==> config.mk <==
export PLATFORM = sky130hd
export DESIGN_NAME = lvs_supervisor
export DESIGN_NICKNAME = d
export VERILOG_FILES = /design/src/shared/lvs_pkg.sv /design/src/design/lvs_tick_div.sv /design/src/design/lvs_lowpass.sv /design/src/design/lvs_supervisor.sv
export VERILOG_INCLUDE_DIRS = /design/src /design/src/shared
export SDC_FILE = /design/constraint.sdc
export NUM_CORES = 1
export LEC_CHECK = 0
export BUFFER_PORTS_ARGS = -buffer_cell sky130_fd_sc_hd__buf_2
export CAP_MARGIN = 20
export CORE_ASPECT_RATIO = 0.75
export CORE_UTILIZATION = 50
export DETAILED_ROUTE_END_ITERATION = 8
export PLACE_DENSITY = 0.66
export SYNTH_ARGS = -nofsm -noshare
export SYNTH_HDL_FRONTEND = slang
export SYNTH_SLANG_ARGS = --single-unit
==> constraint.sdc <==
create_clock -name ref_clk_i -period 10.1 [get_ports ref_clk_i]
set_input_delay 0.505 -clock ref_clk_i [delete_from_list [all_inputs] [get_ports ref_clk_i]]
set_output_delay 0.505 -clock ref_clk_i [all_outputs]
set_load 0.02 [all_outputs]
==> src/shared/lvs_params.svh <==
/*
 * Constants of the line-voltage supervisor: register addresses, reset values, timing.
 * Assumes inclusion by bare name from design files and the package.
 */
`ifndef LVS_PARAMS_SVH
`define LVS_PARAMS_SVH

// Register addresses on the internal register port
`define LVS_ADDR_STATUS_CLR   8'h0C
`define LVS_ADDR_TIMEOUT      8'h1D
`define LVS_ADDR_PERIOD       8'h27
`define LVS_ADDR_DIP_LVL      8'h1F
`define LVS_ADDR_DIP_CYC      8'h1E
`define LVS_ADDR_IRQ_EN       8'h0A
`define LVS_ADDR_STATUS       8'h0B
`define LVS_ADDR_MODE         8'h09
`define LVS_ADDR_OFFSET1      8'h0D

// Reset values
`define LVS_TIMEOUT_RST       12'hFFF
`define LVS_DIP_LVL_RST       8'hFF
`define LVS_DIP_CYC_RST       8'hFF
`define LVS_IRQ_EN_RST        3'h0
`define LVS_MODE_RST          1'h0
`define LVS_OFFSET1_RST       6'h00

// Status and enable bit positions
`define LVS_BIT_DIP           0
`define LVS_BIT_TIMEOUT       1
`define LVS_BIT_CROSS         2
// Mode register bit that masks dip and timeout on the dip alert pin; supply low still drives it
`define LVS_BIT_DIP_DIS       0
// Integrator enable is the top bit of the channel-one offset word
`define LVS_BIT_INTEG         5

// Timing: timeout tick every 128 master clocks
`define LVS_TICK_DIV          128
// Period counter tick: nominal master clock 3579545 Hz, 60 Hz -> 7576 counts
`define LVS_MCLK_HZ           3579545
`define LVS_PERIOD_HZ_X60     (7576 * 60)
// Ref clock of this design
`define LVS_REF_HZ            100000000

`endif

==> src/shared/lvs_pkg.sv <==
/*
 * Types of the line-voltage supervisor.
 * Assumes the params header is on the include path.
 */
`include "lvs_params.svh"
package lvs_pkg;
  // Dip detector states
  typedef enum logic [1:0] {
    LVS_DIP_IDLE,
    LVS_DIP_COUNT,
    LVS_DIP_ALERT
  } lvs_dip_state_t;

  // Magnitude byte compared against the dip level: bits 14..7 are the top byte
  // of the magnitude after its one-bit left shift
  function automatic logic [7:0] lvs_mag_byte(input logic signed [15:0] s);
    logic [15:0] a;
    a = s[15] ? 16'(-s) : s;
    return a[14:7];
  endfunction : lvs_mag_byte
endpackage : lvs_pkg

==> src/design/lvs_tick_div.sv <==
/*
 * Fractional tick generator: emits a one-cycle enable at an average rate.
 * Assumes one clock; INC/MOD ratio gives the tick rate relative to the clock.
 */
`timescale 1ns/1ns
module lvs_tick_div #(
  parameter int unsigned INC = 1,
  parameter int unsigned MOD = 128
) (
  input  wire logic ref_clk_i,
  input  wire logic rst_n_i,
  output logic      tick_o
);
  import lvs_pkg::*;

  logic [31:0] acc_reg;
  logic [31:0] acc_next;
  logic        tick_reg;
  logic        tick_next;

  // Phase accumulator; wraps add a tick, keeps long-run rate exact
  always_comb begin
    if (acc_reg + 32'(INC) >= 32'(MOD)) begin
      acc_next  = acc_reg + 32'(INC) - 32'(MOD);
      tick_next = 1'b1;
    end else begin
      acc_next  = acc_reg + 32'(INC);
      tick_next = 1'b0;
    end
  end

  always_ff @(posedge ref_clk_i or negedge rst_n_i) begin
    if (!rst_n_i) begin
      acc_reg  <= 32'h0;
      tick_reg <= 1'b0;
    end else begin
      acc_reg  <= acc_next;
      tick_reg <= tick_next;
    end
  end

  assign tick_o = tick_reg;
endmodule : lvs_tick_div

==> src/design/lvs_lowpass.sv <==
/*
 * Single-pole low-pass on the voltage-channel samples (voltage_lowpass_stage).
 * Assumes sample_valid_i pulses once per new sample.
 */
`timescale 1ns/1ns
module lvs_lowpass #(
  parameter int unsigned SHIFT = 4
) (
  input  wire logic               ref_clk_i,
  input  wire logic               rst_n_i,
  input  wire logic               sample_valid_i,
  input  wire logic signed [15:0] sample_i,
  output logic                    out_valid_o,
  output logic signed [15:0]      out_o
);
  import lvs_pkg::*;

  logic signed [23:0] acc_reg;
  logic signed [23:0] acc_next;
  logic signed [24:0] diff;
  logic               vld_reg;

  // y += (x - y) >> SHIFT, extra fraction bits keep the pole accurate
  // Difference kept signed with a guard bit so negative steps shift arithmetically
  always_comb begin
    diff     = $signed({sample_i[15], sample_i, 8'h00}) - $signed({acc_reg[23], acc_reg});
    acc_next = acc_reg;
    if (sample_valid_i)
      acc_next = acc_reg + 24'(diff >>> SHIFT);
  end

  always_ff @(posedge ref_clk_i or negedge rst_n_i) begin
    if (!rst_n_i) begin
      acc_reg <= 24'sh0;
      vld_reg <= 1'b0;
    end else begin
      acc_reg <= acc_next;
      vld_reg <= sample_valid_i;
    end
  end

  assign out_o       = acc_reg[23:8];
  assign out_valid_o = vld_reg;
endmodule : lvs_lowpass

==> src/design/lvs_supervisor.sv <==
/*
 * Line-voltage supervisor: crossing output, crossing timeout, line period,
 * dip detection, supply-monitor inactive state and integrator enable.
 * Assumes a simple synchronous register port and raw voltage samples, low-pass filtered inside.
 */
//
// Contract
// - Integrator off after reset; on only while offset word top bit set.
// - Crossing output rises on positive crossing, falls on negative crossing.
// - Crossings detected on low-pass output, not on raw samples.
// - Crossing sets its status flag; interrupt low when enabled.
// - Status-with-clear read returns flags and interrupt to inactive.
// - Timeout is unsigned 12 bits, decrements once per 128 master clocks.
// - Every crossing reloads timeout with the programmed value.
// - Programmed reload value is all ones after reset.
// - Timeout reaching zero drives dip alert low unless disabled.
// - Timeout zero always sets its flag; interrupt only when enabled.
// - Timeout reload readable and writable at its register address.
// - Unsigned 15-bit period register refreshed every line period.
// - Period count rate gives about 7576 at 60 Hz nominal clock.
// - Supply-low state keeps block inactive, no energy accumulation.
// - Dip alert held low while supply-low state lasts.
// - Dip for programmed cycles (count plus two) asserts alert unless disabled.
// - Dip sets its flag; interrupt low when dip enabled.
// - Dip alert returns high when magnitude exceeds dip level.
// - Level compared with shifted magnitude of low-pass top byte.
// - Below-threshold when level register greater than shifted byte.
`timescale 1ns/1ns
`include "lvs_params.svh"
module lvs_supervisor (
  input  wire logic               ref_clk_i,
  input  wire logic               rst_n_i,
  input  wire logic               sample_valid_i,
  input  wire logic signed [15:0] sample_i,
  input  wire logic               supply_low_i,
  input  wire logic               reg_wr_i,
  input  wire logic               reg_rd_i,
  input  wire logic [7:0]         reg_addr_i,
  input  wire logic [15:0]        reg_wdata_i,
  output logic [15:0]             reg_rdata_o,
  output logic                    line_crossing_output_o,
  output logic                    irq_n_o,
  output logic                    dip_alert_n_o,
  output logic                    integrator_en_o,
  output logic                    active_o
);
  import lvs_pkg::*;

  ////////////////////////////////////////////////////////////////////////////
  // Tick generators and filter
  logic               tick_to;
  logic               tick_per;
  logic               lp_valid;
  logic signed [15:0] lp_out;

  // Timeout tick: 128 master clocks; master clock is the nominal rate
  lvs_tick_div #(.INC(`LVS_MCLK_HZ / 1000), .MOD(`LVS_TICK_DIV * (`LVS_REF_HZ / 1000))) u_tick_to (
    .ref_clk_i (ref_clk_i),
    .rst_n_i   (rst_n_i),
    .tick_o    (tick_to)
  );

  // Period tick: rate chosen so a 60 Hz line counts 7576
  lvs_tick_div #(.INC(`LVS_PERIOD_HZ_X60), .MOD(`LVS_REF_HZ)) u_tick_per (
    .ref_clk_i (ref_clk_i),
    .rst_n_i   (rst_n_i),
    .tick_o    (tick_per)
  );

  // Crossings only ever see filtered data, so edges lag the input
  lvs_lowpass u_lp (
    .ref_clk_i      (ref_clk_i),
    .rst_n_i        (rst_n_i),
    .sample_valid_i (sample_valid_i),
    .sample_i       (sample_i),
    .out_valid_o    (lp_valid),
    .out_o          (lp_out)
  );

  ////////////////////////////////////////////////////////////////////////////
  // State
  logic [11:0]    reload_reg, reload_next;
  logic [11:0]    tout_reg, tout_next;
  logic [14:0]    pcnt_reg, pcnt_next;
  logic [14:0]    period_reg, period_next;
  logic [7:0]     lvl_reg, lvl_next;
  logic [7:0]     cyc_reg, cyc_next;
  logic [7:0]     dcnt_reg, dcnt_next;
  logic [2:0]     en_reg, en_next;
  logic [2:0]     stat_reg, stat_next;
  logic           dis_reg, dis_next;
  logic [5:0]     ofs_reg, ofs_next;
  logic           sign_reg, sign_next;
  logic           zx_reg, zx_next;
  logic           below_reg, below_next;
  logic           alert_reg, alert_next;
  logic           irq_n_reg, irq_n_next;
  logic           act_reg, act_next;
  logic [15:0]    rdata_reg, rdata_next;
  lvs_dip_state_t dst_reg, dst_next;

  logic cross_pos;
  logic cross_neg;
  logic cross_any;
  logic tout_hit;
  logic below;
  logic clr_rd;

  // Sign change of filtered samples marks a crossing
  always_comb begin
    cross_pos = lp_valid && !lp_out[15] && sign_reg;
    cross_neg = lp_valid && lp_out[15] && !sign_reg;
    cross_any = cross_pos || cross_neg;
    tout_hit  = tick_to && (tout_reg == 12'h001) && !cross_any;
    below     = lvl_reg > lvs_mag_byte(lp_out);
    clr_rd    = reg_rd_i && (reg_addr_i == `LVS_ADDR_STATUS_CLR);
  end

  ////////////////////////////////////////////////////////////////////////////
  // Next-state logic
  always_comb begin
    reload_next = reload_reg;
    tout_next   = tout_reg;
    pcnt_next   = pcnt_reg;
    period_next = period_reg;
    lvl_next    = lvl_reg;
    cyc_next    = cyc_reg;
    dcnt_next   = dcnt_reg;
    en_next     = en_reg;
    stat_next   = stat_reg;
    dis_next    = dis_reg;
    ofs_next    = ofs_reg;
    sign_next   = lp_valid ? lp_out[15] : sign_reg;
    zx_next     = zx_reg;
    below_next  = lp_valid ? below : below_reg;
    dst_next    = dst_reg;
    act_next    = !supply_low_i;
    rdata_next  = rdata_reg;

    // Host writes
    if (reg_wr_i) begin
      case (reg_addr_i)
        `LVS_ADDR_TIMEOUT:  reload_next = reg_wdata_i[11:0];
        `LVS_ADDR_DIP_LVL:  lvl_next    = reg_wdata_i[7:0];
        `LVS_ADDR_DIP_CYC:  cyc_next    = reg_wdata_i[7:0];
        `LVS_ADDR_IRQ_EN:   en_next     = reg_wdata_i[2:0];
        `LVS_ADDR_MODE:     dis_next    = reg_wdata_i[`LVS_BIT_DIP_DIS];
        `LVS_ADDR_OFFSET1:  ofs_next    = reg_wdata_i[5:0];
        default: ;
      endcase
    end

    // Host reads; clearing read drops flags, new events below win
    if (reg_rd_i) begin
      case (reg_addr_i)
        `LVS_ADDR_TIMEOUT:     rdata_next = {4'h0, reload_reg};
        `LVS_ADDR_PERIOD:      rdata_next = {1'b0, period_reg};
        `LVS_ADDR_DIP_LVL:     rdata_next = {8'h00, lvl_reg};
        `LVS_ADDR_DIP_CYC:     rdata_next = {8'h00, cyc_reg};
        `LVS_ADDR_IRQ_EN:      rdata_next = {13'h0, en_reg};
        `LVS_ADDR_MODE:        rdata_next = {15'h0, dis_reg};
        `LVS_ADDR_OFFSET1:     rdata_next = {10'h0, ofs_reg};
        `LVS_ADDR_STATUS,
        `LVS_ADDR_STATUS_CLR:  rdata_next = {13'h0, stat_reg};
        default:               rdata_next = 16'h0000;
      endcase
    end
    if (clr_rd)
      stat_next = 3'h0;

    // Crossing output and flag
    if (cross_pos)
      zx_next = 1'b1;
    if (cross_neg)
      zx_next = 1'b0;
    if (cross_any)
      stat_next[`LVS_BIT_CROSS] = 1'b1;

    // Timeout counter: reload on crossing, else count down
    if (cross_any)
      tout_next = reload_reg;
    else if (tick_to && tout_reg != 12'h000)
      tout_next = tout_reg - 12'h001;
    if (tout_hit)
      stat_next[`LVS_BIT_TIMEOUT] = 1'b1;

    // Period: counts between positive crossings, saturates at 15 bits
    if (cross_pos) begin
      period_next = pcnt_reg;
      pcnt_next   = 15'h0000;
    end else if (tick_per && pcnt_reg != 15'h7FFF) begin
      pcnt_next = pcnt_reg + 15'h0001;
    end

    // Dip detector counts line cycles at positive crossings
    case (dst_reg)
      LVS_DIP_IDLE: begin
        if (cross_pos && below_reg) begin
          dst_next  = LVS_DIP_COUNT;
          dcnt_next = 8'h00;
        end
      end
      LVS_DIP_COUNT: begin
        if (lp_valid && !below)
          dst_next = LVS_DIP_IDLE;
        else if (cross_pos) begin
          // Count plus two cycles gives the alert at end of cycle five for 3
          if (dcnt_reg == cyc_reg + 8'h01) begin
            dst_next = LVS_DIP_ALERT;
            stat_next[`LVS_BIT_DIP] = 1'b1;
          end else
            dcnt_next = dcnt_reg + 8'h01;
        end
      end
      LVS_DIP_ALERT: begin
        if (lp_valid && !below)
          dst_next = LVS_DIP_IDLE;
      end
      default: dst_next = LVS_DIP_IDLE;
    endcase

    // Outputs; alert low on dip, timeout at zero, or supply low
    alert_next = !(((dst_reg == LVS_DIP_ALERT || tout_reg == 12'h000) && !dis_reg)
                   || supply_low_i);
    irq_n_next = !(|(stat_next & en_reg));
  end

  ////////////////////////////////////////////////////////////////////////////
  // Registers
  always_ff @(posedge ref_clk_i or negedge rst_n_i) begin
    if (!rst_n_i) begin
      reload_reg <= `LVS_TIMEOUT_RST;
      tout_reg   <= `LVS_TIMEOUT_RST;
      pcnt_reg   <= 15'h0000;
      period_reg <= 15'h0000;
      lvl_reg    <= `LVS_DIP_LVL_RST;
      cyc_reg    <= `LVS_DIP_CYC_RST;
      dcnt_reg   <= 8'h00;
      en_reg     <= `LVS_IRQ_EN_RST;
      stat_reg   <= 3'h0;
      dis_reg    <= `LVS_MODE_RST;
      ofs_reg    <= `LVS_OFFSET1_RST;
      sign_reg   <= 1'b0;
      zx_reg     <= 1'b0;
      below_reg  <= 1'b0;
      alert_reg  <= 1'b1;
      irq_n_reg  <= 1'b1;
      act_reg    <= 1'b0;
      rdata_reg  <= 16'h0000;
      dst_reg    <= LVS_DIP_IDLE;
    end else begin
      reload_reg <= reload_next;
      tout_reg   <= tout_next;
      pcnt_reg   <= pcnt_next;
      period_reg <= period_next;
      lvl_reg    <= lvl_next;
      cyc_reg    <= cyc_next;
      dcnt_reg   <= dcnt_next;
      en_reg     <= en_next;
      stat_reg   <= stat_next;
      dis_reg    <= dis_next;
      ofs_reg    <= ofs_next;
      sign_reg   <= sign_next;
      zx_reg     <= zx_next;
      below_reg  <= below_next;
      alert_reg  <= alert_next;
      irq_n_reg  <= irq_n_next;
      act_reg    <= act_next;
      rdata_reg  <= rdata_next;
      dst_reg    <= dst_next;
    end
  end

  // Integrator enable is its own register, loaded with the next offset top bit
  logic integ_reg;
  always_ff @(posedge ref_clk_i or negedge rst_n_i) begin
    if (!rst_n_i)
      integ_reg <= 1'b0;
    else
      integ_reg <= ofs_next[`LVS_BIT_INTEG];
  end

  assign reg_rdata_o            = rdata_reg;
  assign line_crossing_output_o = zx_reg;
  assign irq_n_o                = irq_n_reg;
  assign dip_alert_n_o          = alert_reg;
  assign integrator_en_o        = integ_reg;
  assign active_o               = act_reg;

  ////////////////////////////////////////////////////////////////////////////
  // Checks
  // Enable and stored bit are registered on the same edge, so they must always agree
  a_integ_off_reset: assert property (@(posedge ref_clk_i) disable iff (!rst_n_i)
    integrator_en_o == ofs_reg[`LVS_BIT_INTEG]) else $error("integrator enable differs from its bit");
  a_zx_rises: assert property (@(posedge ref_clk_i) disable iff (!rst_n_i)
    cross_pos |=> line_crossing_output_o) else $error("crossing output did not rise");
  a_zx_falls: assert property (@(posedge ref_clk_i) disable iff (!rst_n_i)
    cross_neg |=> !line_crossing_output_o) else $error("crossing output did not fall");
  a_cross_flag: assert property (@(posedge ref_clk_i) disable iff (!rst_n_i)
    cross_any |=> stat_reg[`LVS_BIT_CROSS]) else $error("crossing flag not set");
  a_clear_read: assert property (@(posedge ref_clk_i) disable iff (!rst_n_i)
    clr_rd && !cross_any && !tout_hit && !(dst_reg == LVS_DIP_COUNT)
      |=> stat_reg == 3'h0 && irq_n_o) else $error("status read did not clear");
  a_tout_reload: assert property (@(posedge ref_clk_i) disable iff (!rst_n_i)
    cross_any |=> tout_reg == $past(reload_reg)) else $error("timeout not reloaded");
  a_tout_flag: assert property (@(posedge ref_clk_i) disable iff (!rst_n_i)
    tout_hit |=> stat_reg[`LVS_BIT_TIMEOUT] && tout_reg == 12'h000) else $error("timeout flag missing");
  a_tout_alert: assert property (@(posedge ref_clk_i) disable iff (!rst_n_i)
    tout_hit && !dis_reg |=> ##1 !dip_alert_n_o) else $error("timeout did not pull alert low");
  a_supply_alert: assert property (@(posedge ref_clk_i) disable iff (!rst_n_i)
    supply_low_i |=> !dip_alert_n_o && !active_o) else $error("alert high in supply-low state");
  a_period_latch: assert property (@(posedge ref_clk_i) disable iff (!rst_n_i)
    cross_pos |=> period_reg == $past(pcnt_reg) && pcnt_reg == 15'h0000) else $error("period not latched");
endmodule : lvs_supervisor

==> impl_metrics.ini <==
[worst_setup_path]
crit_required_ns = 10.38
cp_max_fo = 8
worstSetupEndpointType = flip-flop
cp-start-kind = flip-flop
crit_arrival_ns = 5.52
worstSetupPathType = flip-flop to flip-flop

[timing]
relSlewSlack = 0.296
final.setup.worst_slack_ns = 4.87
skew_ns = 0.0146
rsz0062_at_grt = no
setup_viol = 0
hold_violations = 0
worstMarginPinSlew_ns = 1.06
slew_violations = 0
tns_ns = 0
min_period_over_period = 0.518
max_freq_ghz = 0.191
fin_crit_ns = 5.23

[global_routing]
grt_pass1_wl_um = 49200
overflow = 0
antenna_found_initial = 0
grt_use_total = 0.226
grt_pass1_vias = 9660
grt_max_degree = 76

[synth]
synth_compound_area_frac = 0.160
seq_area_frac_synth = 0.388
syn_inst = 1403
synth-xor-area-share = 0.110
synthSimpleGateAreaFrac = 0.192
ys_ff_latch = 200
synth_top_family_by_area = simple AND/OR/NAND/NOR gates
yosysWarningCount = 0
synth-main-ff-cell = dfrtp_1
yosys.area.top_type_share = 0.304
synth.area.mux_share = 0.0574
synth-edff-count = 0
avgSynthCellArea_sq_um = 9.28
yosys-top-cells-area = dfrtp_1 (30%), dfstp_2 (8.5%), xnor2_1 (7.0%), ha_1 (5.9%), mux2_2 (4.7%)
synth_top_area_cell = dfrtp_1
synthAdderAreaFrac = 0.0601
async_flop_share = 1.00
ys_types = 93
synth_nets = 1511
synthesis.area_sq_mm = 0.0130

[placement]
gp_congestion = 0.864
io_buffers = 61
dp_slack_ns = 5.06
hpwl_um = 21200

[cts]
cts_resized = 0
cts_sinks = 200
cts.path.max_buffers = 2
root_buffer = clkbuf_16
cts_setup_buffers = 0
insertion_delay_ns = 0.45
clk_pin_slew_ns = 0.08
postCtsHoldBufs = 0
cts_htree_levels = 4
cts_buffers = 17
cts_tree = built

[routing]
ant_nets = 0
wl_per_cell_um = 16.4
drtIter0Drc = 700
routed_wl_um = 29300
via_count = 10411
drt_pre_antenna_iters = 5
viasPerCell = 5.80
drc_errors = 0

[power]
power.density_mw_per_mm2 = 241
peakVddDrop_v = 0.000259
finalPower_w = 0.00343
p_leak_nw = 6.10

[cells_and_area]
nNetsFinal = 1551
largest_register_ffs = 32
postLayoutCoreUtil = 0.563
final_cell_mix = nand2_1 (158), dfrtp_1 (158), nor2_1 (122), xnor2_1 (104), a21oi_1 (81)
syn_to_final_growth_pct = 9.20
diodes = 0
drive_gt1_frac = 0.157

[floorplanning]
coreArea_sq_mm = 0.0253
die_w_um = 188
die_area_sq_mm = 0.0267
fp.dieH_um = 142
initial_core_util = 0.515
ios = 67
rows = 50

[worst_hold_path]
hp-class = primary input to async pin

[status]
outcome = complete, no violations

[job]
drv_cap = 0
==> cell families (layout without fill, tap and decap cells) <==
kind of cell | after synthesis | in the layout
buf+inv | 103 | 156
mux | 68 | 68
xor+xnor | 164 | 164
fa+ha+maj | 62 | 62
compound gates | 302 | 302
simple gates | 503 | 503
other cells | 1 | 1
flops | 200 | 200
==> per-layer routing <==
| metal | part of all wire | GRT usage | up-vias |
|---|---|---|---|
| li1 | - | - | 5140 |
| met1 | 0.51 | 0.341 | 5033 |
| met2 | 0.43 | 0.338 | 207 |
| met3 | 0.045 | 0.0331 | 31 |
| met4 | 0.012 | 0.0577 | 0 |
| met5 | 0 | 0 | - |
==> power by group <==
part	total [W]	internal, W	switching [W]
registers	0.00102	0.000925	0.0000997
logic	0.00170	0.000766	0.000931
clock network	0.000708	0.000371	0.000337
total	0.00343	0.00206	0.00137
==> stage by stage <==
step / std cells / cell area (sq um) / hold slack [ns]
2_1_floorplan: 1403 / 13000 / 0.209
4_1_cts: 1794 / 14200 / 0.0809
6_report: 1794 / 14200 / 0.0415
3_3_place_gp: 1762 / 13600 / 0.463
5_1_grt: 1794 / 14200 / 0.113
3_5_place_dp: 1762 / 13600 / 0.464
==> worst paths after layout <==
check,startpoint,end,slack (ns),cells past startpoint
max reg2reg,u_lp.acc_reg[14]$_DFFE_PN0P_,dcnt_reg[7]$_DFFE_PN0P_,4.87,16
min,rst_n_i,u_lp.acc_reg[11]$_DFFE_PN0P_,0.04,1
min in group ref_clk_i,supply_low_i,dip_alert_n_o$_DFF_PN1_,0.18,2
max,u_lp.acc_reg[14]$_DFFE_PN0P_,dcnt_reg[7]$_DFFE_PN0P_,4.87,16
max in group asynchronous,rst_n_i,u_tick_per.acc_reg[20]$_DFF_PN0_,8.06,3
min reg2reg,period_reg[12]$_DFFE_PN0P_,period_reg[12]$_DFFE_PN0P_,0.48,2
==> cell usage after synthesis, drive strengths merged, types with 5 or more instances <==
cell type and n:
nand3 46, a21oi 83, and2 11, o21ai 58, a21o 14, nand4b 10
a2111oi 5, a222oi 11, dfstp 42, o21a 8, xnor2 104, nand2 159
mux2i 14, nand4 22, ha 61, or4 8, nor2 122, o22ai 8
o21bai 7, o211ai 11, a211oi 7, xor2 60, and4 6, o31ai 10
nand2b 8, a211o 5, nor4 23, mux2 54, a31oi 19, inv 55
dfrtp 158, a22oi 7, or3 8, clkbuf 37, buf 11, nor3 29
nor2b 12, or2 9, and3 15
==> critical path, cell delays in order (launching register included) <==
cell	delay, ns
dfrtp_1	0.43
nor4_1	0.28
nand4_1	0.22
o31ai_1	0.49
o211ai_1	0.33
a21oi_1	0.23
xnor2_1	0.15
ha_1	0.27
and4_1	0.22
and3_1	0.18
o21ai_0	0.48
o311ai_0	0.24
a211oi_1	0.75
nand3_1	0.29
nor3_1	0.29
xnor2_1	0.15
nor2_1	0.07
==> area by class of cell <==
| class | count | area, sq um |
|---|---|---|
| clock buffers | 22 | 508 |
| clock inverters | 10 | 98.8 |
| fillers | 2299 | 11100 |
| inverters | 55 | 206 |
| multi-input cells | 1100 | 7560 |
| flip-flops and latches | 200 | 5060 |
| well taps | 338 | 423 |
| repair buffers | 69 | 374 |
(Power assumes the default switching activity.)
